<file path="config.mk">
export PLATFORM = sky130hd
export DESIGN_NAME = root_hub_descriptor_a
export DESIGN_NICKNAME = d
export VERILOG_FILES = /design/src/design/cfg_sync.v /design/src/design/port_power_sel.v /design/src/design/root_hub_descriptor_a.v
export VERILOG_INCLUDE_DIRS = /design/src /design/src/design
export SDC_FILE = /design/constraint.sdc
export NUM_CORES = 1
export LEC_CHECK = 0
export ABC_AREA = 1
export BUFFER_PORTS_ARGS = -buffer_cell sky130_fd_sc_hd__buf_2
export CORE_MARGIN = 3
export CORE_UTILIZATION = 38
export CTS_CLUSTER_DIAMETER = 60
export DETAILED_ROUTE_END_ITERATION = 8
export PLACE_DENSITY = 0.79
export SETUP_SLACK_MARGIN = 0.05
export SLEW_MARGIN = 40
export SYNTH_ARGS = -nofsm -noshare
export SYNTH_HDL_FRONTEND = slang
export SYNTH_HIERARCHICAL = 1
export SYNTH_SLANG_ARGS = --single-unit
</file>
<file path="constraint.sdc">
create_clock -name sys_clk_i -period 0.85 [get_ports sys_clk_i]
set_input_delay 0.0425 -clock sys_clk_i [delete_from_list [all_inputs] [get_ports sys_clk_i]]
set_output_delay 0.0425 -clock sys_clk_i [all_outputs]
set_load 0.01 [all_outputs]
</file>
<file path="src/design/rh_desc_regs.vh">
/*
  Offsets, field positions, reset values and port counts of the first
  root hub descriptor register.
  Assumes inclusion by bare name from the design files.
*/
`ifndef RH_DESC_REGS_VH
`define RH_DESC_REGS_VH

`define ROOT_HUB_DESCRIPTOR_FIRST_OFFSET 8'h48
`define FLD_WAIT_MSB 31
`define FLD_WAIT_LSB 24
`define FLD_PROT_ABSENT 12
`define FLD_OC_MODE 11
`define FLD_COMPOUND 10
`define FLD_NO_SWITCH 9
`define FLD_SWITCH_MODE 8
`define RST_WAIT 8'hFF
`define RST_PROT_ABSENT 1'h0
`define RST_NO_SWITCH 1'h0
`define RST_SWITCH_MODE 1'h1
`define COMPOUND_VALUE 1'h0
`define PORT_COUNT_TWO 8'h02
`define PORT_COUNT_ONE 8'h01
`define WAIT_UNIT_MS 2
`define NUM_PORTS 2

`endif

</file>
<file path="src/design/cfg_sync.v">
/*
  Two-flop synchroniser for the port-count strap pin.
  Assumes the strap is quasi-static.
*/
`timescale 1ns/100ps
module cfg_sync (
  input wire sys_clk_i,
  input wire rstn_i,
  input wire async_i,
  output reg sync_o
);
  reg stage1;

  always @(posedge sys_clk_i or negedge rstn_i) begin
    if (!rstn_i) begin
      stage1 <= 1'b0;
      sync_o <= 1'b0;
    end else begin
      stage1 <= async_i;
      sync_o <= stage1;
    end
  end
endmodule

</file>
<file path="src/design/port_power_sel.v">
/*
  One downstream port's power state, steered by global or per-port commands.
  Assumes command strobes are one-cycle pulses on sys_clk_i.
*/
`timescale 1ns/100ps
module port_power_sel (
  input wire sys_clk_i,
  input wire rstn_i,
  input wire no_switching_i,
  input wire individual_mode_i,
  input wire mask_i,
  input wire global_set_i,
  input wire global_clr_i,
  input wire port_set_i,
  input wire port_clr_i,
  output reg power_o
);
  wire per_port;
  assign per_port = individual_mode_i & mask_i;

  always @(posedge sys_clk_i or negedge rstn_i) begin
    if (!rstn_i) begin
      power_o <= 1'b0;
    end else if (no_switching_i) begin
      power_o <= 1'b1;
    end else if (per_port) begin
      if (port_set_i) begin
        power_o <= 1'b1;
      end else if (port_clr_i) begin
        power_o <= 1'b0;
      end
    end else begin
      if (global_set_i) begin
        power_o <= 1'b1;
      end else if (global_clr_i) begin
        power_o <= 1'b0;
      end
    end
  end
endmodule

</file>
<file path="src/design/root_hub_descriptor_a.v">
/*
  First root hub descriptor register at offset 48h, with the per-port
  power steering that its switching bits control.
  Assumes a simple single-cycle register port on sys_clk_i, byte enables
  per lane, a mask and power commands from neighbouring hub logic, and a
  strap pin selecting one or two ports.
*/
`timescale 1ns/100ps
`include "rh_desc_regs.vh"
module root_hub_descriptor_a (
  input wire sys_clk_i,
  input wire rstn_i,
  input wire reg_sel_i,
  input wire reg_wr_i,
  input wire [7:0] reg_addr_i,
  input wire [3:0] reg_be_i,
  input wire [31:0] reg_wdata_i,
  output reg [31:0] reg_rdata_o,
  input wire two_port_cfg_i,
  input wire [`NUM_PORTS:1] per_port_power_mask_i,
  input wire global_power_set_i,
  input wire global_power_clr_i,
  input wire [`NUM_PORTS:1] port_power_set_i,
  input wire [`NUM_PORTS:1] port_power_clr_i,
  output wire [`NUM_PORTS:1] port_power_o,
  output wire port_enabled2_o,
  output wire overcurrent_per_port_o,
  output wire overcurrent_enabled_o
);
  // -----------------------------------------------------------------
  // Register fields
  // -----------------------------------------------------------------
  reg [7:0] power_good_wait;
  reg protection_absent;
  reg overcurrent_report_mode;
  reg no_switching_flag;
  reg power_switching_mode;
  wire two_port;
  wire hit;
  wire wr;
  wire [7:0] port_count;
  wire [31:0] rd_word;

  cfg_sync u_cfg_sync (
    .sys_clk_i(sys_clk_i),
    .rstn_i(rstn_i),
    .async_i(two_port_cfg_i),
    .sync_o(two_port)
  );

  assign hit = reg_sel_i & (reg_addr_i == `ROOT_HUB_DESCRIPTOR_FIRST_OFFSET);
  assign wr = hit & reg_wr_i;
  assign port_count = two_port ? `PORT_COUNT_TWO : `PORT_COUNT_ONE;

  // -----------------------------------------------------------------
  // Writes
  // -----------------------------------------------------------------
  // Reporting bit resets to the switching mode reset value, so both agree.
  always @(posedge sys_clk_i or negedge rstn_i) begin
    if (!rstn_i) begin
      power_good_wait <= `RST_WAIT;
      protection_absent <= `RST_PROT_ABSENT;
      overcurrent_report_mode <= `RST_SWITCH_MODE;
      no_switching_flag <= `RST_NO_SWITCH;
      power_switching_mode <= `RST_SWITCH_MODE;
    end else if (wr) begin
      if (reg_be_i[3]) begin
        power_good_wait <= reg_wdata_i[`FLD_WAIT_MSB:`FLD_WAIT_LSB];
      end
      if (reg_be_i[1]) begin
        protection_absent <= reg_wdata_i[`FLD_PROT_ABSENT];
        overcurrent_report_mode <= reg_wdata_i[`FLD_OC_MODE];
        no_switching_flag <= reg_wdata_i[`FLD_NO_SWITCH];
        power_switching_mode <= reg_wdata_i[`FLD_SWITCH_MODE];
      end
      // Byte 0, byte 2 and bit 10 have no storage: writes drop away.
    end
  end

  // -----------------------------------------------------------------
  // Reads
  // -----------------------------------------------------------------
  assign rd_word = {power_good_wait, 11'h000, protection_absent,
                    overcurrent_report_mode, `COMPOUND_VALUE, no_switching_flag,
                    power_switching_mode, port_count};

  // Unmapped addresses read zero.
  always @(posedge sys_clk_i or negedge rstn_i) begin
    if (!rstn_i) begin
      reg_rdata_o <= 32'h00000000;
    end else if (reg_sel_i & ~reg_wr_i) begin
      reg_rdata_o <= hit ? rd_word : 32'h00000000;
    end
  end

  // -----------------------------------------------------------------
  // Port power and overcurrent scheme
  // -----------------------------------------------------------------
  // Overcurrent mode only counts while protection is present.
  assign overcurrent_enabled_o = ~protection_absent;
  assign overcurrent_per_port_o = ~protection_absent & overcurrent_report_mode;
  // Port 2 is enabled only while the synchronised strap selects two ports.
  assign port_enabled2_o = two_port;

  genvar p;
  generate
    for (p = 1; p <= `NUM_PORTS; p = p + 1) begin : g_port
      port_power_sel u_port (
        .sys_clk_i(sys_clk_i),
        .rstn_i(rstn_i),
        .no_switching_i(no_switching_flag),
        .individual_mode_i(power_switching_mode),
        .mask_i(per_port_power_mask_i[p]),
        .global_set_i(global_power_set_i),
        .global_clr_i(global_power_clr_i),
        .port_set_i(port_power_set_i[p]),
        .port_clr_i(port_power_clr_i[p]),
        .power_o(port_power_o[p])
      );
    end
  endgenerate
endmodule

</file>
# == Word level (Yosys, flattened, before mapping) ==
# Index checks and enable logic that the tools add are counted.
# Widths: inputs -> output; s select.
# op_classes
eq_ne,3
reduce_logical,6
add_sub_neg,0
order_cmp,0
n_div,0
shifts,0
mul,0
bitwise,8
n_mux,12
# op_table
op,count
$mux 32,1
$mux 1,10
$eq 8x7->1 const B,1
$ne 4x4->1 const B,2
$reduce_and 2->1,4
$reduce_bool 4->1,2
$and 1x1->1,6
$mux 2,1
$not 1->1,2
# word_totals
out_inout_bits,37
mem_count,0
in_bits,57
latch_bits,0
wordCells,39
ramBits,0
regBits,48
rom_bits,0

# == Logic depth before layout (Yosys ltp) ==
# logic_depth
depth_word,4
depth_mapped,7
depth_no_buf,7

# == Modules after synthesis ==
# Netlist, hierarchy kept.
# modules_own_cells
module,cells_each,n_inst,seq_area_each_um2,area_per_inst_um2
root_hub_descriptor_a,146,1,663.1,1317.5
port_power_sel,15,2,25.0,78.8
cfg_sync,2,1,50.0,50.0

# == Worst setup path before layout ==
# Ideal clock, no wire load.
# synth_timing
path_type,reg-to-reg
start,register power_switching_mode
end,register g_port[1].u_port.power_o
path_slack_ns,0.037
setup_ns,0.124
arrival_ns,0.689
n_path_buf,0
t_required_ns,0.726
synth_period_minus_slack_ns,0.813
path_stages_with_launch,4
cell_sequence,dfstp_2 > nand2_1 > nand2_1 > nand3_1
# synth_between
elab_chain_len,3
word_cells_on_any_way,6
cone_classes,eq/ne (1); mux (2); bitwise (1); reduce/logical (2)
# synth_rtl
element,line_no,rtl
from (decl),root_hub_descriptor_a.v:37,reg power_switching_mode;
from (signal assigned),root_hub_descriptor_a.v:65,power_switching_mode <= `RST_SWITCH_MODE;
from (signal assigned),root_hub_descriptor_a.v:74,power_switching_mode <= reg_wdata_i[`FLD_SWITCH_MODE];
$and 1x1->1 *,port_power_sel.v:19,assign per_port = individual_mode_i & mask_i;
$ne 4x4->1 (no source line) (tied with other cells),--,
$reduce_and 2->1 (no source line) or $mux 1 (tied branches),--,
to (signal assigned),port_power_sel.v:23,power_o <= 1'b0;
to (signal assigned),port_power_sel.v:25,power_o <= 1'b1;
to (signal assigned),port_power_sel.v:28,power_o <= 1'b1;
to (decl),port_power_sel.v:16,output reg power_o
# Mark *: on every way between the ends. The rest lies on a longest branch, timed or not.
# A chain may end at the register's enable or synchronous reset.

# == Final worst setup path ==
# layout_timing
start,register overcurrent_report_mode
end,output port overcurrent_per_port_o
# layout_between
elab_chain_len,1
# layout_rtl
element,line_no,rtl
from (decl),root_hub_descriptor_a.v:35,reg overcurrent_report_mode;
from (signal assigned),root_hub_descriptor_a.v:63,overcurrent_report_mode <= `RST_SWITCH_MODE;
from (signal assigned),root_hub_descriptor_a.v:72,overcurrent_report_mode <= reg_wdata_i[`FLD_OC_MODE];
$and 1x1->1,root_hub_descriptor_a.v:101,assign overcurrent_per_port_o = ~protection_absent & overcurrent_report_mode;
to (decl),root_hub_descriptor_a.v:27,"output wire overcurrent_per_port_o,"
# No other way between the ends.

==> run metrics <==
status finished with violations; failing checks negative setup slack; final worst-path setup slack -0.270 ns; total track usage 14.9%; power per cell area 1600 nW/µm²; Final ANT Viol Nets 0; top area cells in the synthesized netlist dfrtp_1, dfstp_2, nand2_1, buf_4, nand3_1; Slew Viols, Final 0; WHS 0.0170 ns; synth cell count leaders nand2_1, dfrtp_1, buf_4; Avg Cell Area, Syn 8.57 µm²; Initial DRC Count 32; total power 3.59 mW; Site Rows 22; Antenna diodes 0; Hold Path Class input port to register; PortBufs 53; first-pass GRT wire length 5710 µm; gpl congestion 0.729; Hold Vio Cnt, Final 0; Finished Layout Cells 311; WP buf/inv 2; Core Region 3770 µm²; FF+latch count, synth 30; Tmin final 1.12 ns; dpl hpwl 2360 µm; type of origin of the critical path register; remaining global-route overflow 0; I/O Pins 94; FFs w/ async S/R, synth 100%; nets 319; synthesis-to-finish area growth 46.7%; Worst-Skew Late Latency 0.28 ns; Max-Cap Viols 0; die area 4810 µm²; root buffer cell clkbuf_8; CP cell instances inv_1 -> nor2_1 -> buf_2; Max FO, Critical Path 2; Initial DRT Pass Iterations 4; routed vias 1357; Leak 1.27 nW; Post-Layout Inst Area 2240 µm²; Critical-path top delay cell dfstp_2; Initial Util 40.4%; largest net degree at the start of global routing 31; layout cells sized above 1 42.6%; Clock Skews 0.00731 ns; CTS tree built; Die Y 69.4 µm; synth warn 6; Most Crowded Layer GR met2; Post-synth EDFFs 0; Cells after DPL 278; crit path DAT 1.08 ns; DP Area 1800 µm²; drt wl/cell 10.8 µm; Clock Path Buffers 2; Synth Cell Area 1530 µm²; Seq/Total Area, Yosys 50.0%; Worst-path clk slew 0.06 ns; most common cell in the netlist nand2_1; peak per-stage delay on the critical path 0.52 ns; vias per inst 4.36; Final TNS setup -0.441 ns; clk sink count 30; wirelength, routed 3350 µm; Max Freq 0.893 GHz; prevailing post-synth register cell dfrtp_1; initial antenna violation count 0; Yosys top cell by area dfrtp_1; Setup Crit Path Kind register to primary output; final setup fails 9; die width 69.4 µm; H-tree depth 2; grt met2 use 23.9%; DR DRC count 0; Num CTS Buffers 5; Required @ worst endpoint 0.81 ns; CP delay by family, top flip-flops; Max VDD drop 1.53 mV; RSZ-0062 raised after global routing true; Yosys top cell area share 32.8%; Synth Instances 178; part of the cycle the worst path needs 132%; post-synth cell types 18; CP Capture Type primary output; routing usage on met3 3.77%; met1 Use GR 18.4%; vias in the first global route 1323
## repair_timing
| action | 4_1_cts | 5_1_grt |
|---|---|---|
| setup endpoints to repair | 21 | 28 |
| pin swaps | 4 | 7 |
| resized for setup | 6 | 12 |
| endpoints found under the hold margin | 41 | 0 |
| hold buffers | 12 | 0 |
| setup buffers | 12 | 1 |
## tightest hold or removal path, stage by stage
cell     delay (ns)
buf_2          0.09
nand4_1        0.07
nand2_1        0.05
## cell families (layout without fill, tap and decap cells)
group	after synthesis	count (layout)	synth area share (%)
buffers and inverters	41	109	16.0
DFF	30	30	50.0
other	1	18	0.246
and+or+nand+nor	106	106	33.7
## final timing paths
path                       slack, ns                    start  cells after the start                      to
max                            -0.27  overcurrent_report_mode                      3  overcurrent_per_port_o
max in group asynchronous       0.37                   rstn_i                      3      power_good_wait[7]
max reg2reg                    -0.05  overcurrent_report_mode                      4         reg_rdata_o[11]
min                             0.02           reg_wdata_i[9]                      3       no_switching_flag
min in group asynchronous       0.24                   rstn_i                      3       u_cfg_sync/sync_o
min reg2reg                     0.35        u_cfg_sync/stage1                      0       u_cfg_sync/sync_o
## layer usage
layer	wire length, µm	share of wire (%)	up-vias
met5	0	0	-
met4	61	1.8	0
met3	155	4.6	6
met2	1710	51	47
met1	1420	42	614
li1	-	-	690
## placed cells by master, fill, tap and decap left out, drive strengths merged
| master | instances |
|---|---|
| buf | 72 |
| nand2 | 68 |
| dfrtp | 20 |
| conb | 18 |
| nand3 | 18 |
| inv | 17 |
| nand4 | 12 |
| dlygate4sd3 | 12 |
| dfstp | 10 |
| nor2 | 8 |
| clkbuf | 6 |
| bufinv | 2 |
## area by class of cell
cell class / instances / area, µm²
Clock buffer: 6 / 82.6
Timing Repair Buffer: 84 / 596
Clock inverter: 2 / 60.1
Tap cell: 48 / 60.1
Inverter: 17 / 63.8
Sequential cell: 30 / 763
Fill cell: 310 / 1530
Multi-Input combinational cell: 124 / 612
## stage by stage
stage | worst slack, ns | util (%)
6_report | -0.270 | 59.3
5_1_grt | -0.324 | 59.3
3_5_place_dp | -0.125 | 47.8
2_1_floorplan | 0.0474 | -
4_1_cts | -0.247 | 57.7
3_3_place_gp | -0.0685 | 47.8
## where the power goes
part	leakage (nW)	switching (mW)	internal, mW
combinational	0.827	0.191	0.151
sequential	0.371	0.0129	1.46
clock	0.0714	0.525	1.25
## sequential cells by signal, summed over array words and instances, names as in the netlist
register,cells
overcurrent_report_mode,1
power_good_wait,8
u_cfg_sync/sync_o,1
no_switching_flag,1
u_cfg_sync/stage1,1
power_switching_mode,1
reg_rdata_o,14
g_port.u_port/power_o,2
protection_absent,1
Note: power is estimated with default switching activity, not from simulation.
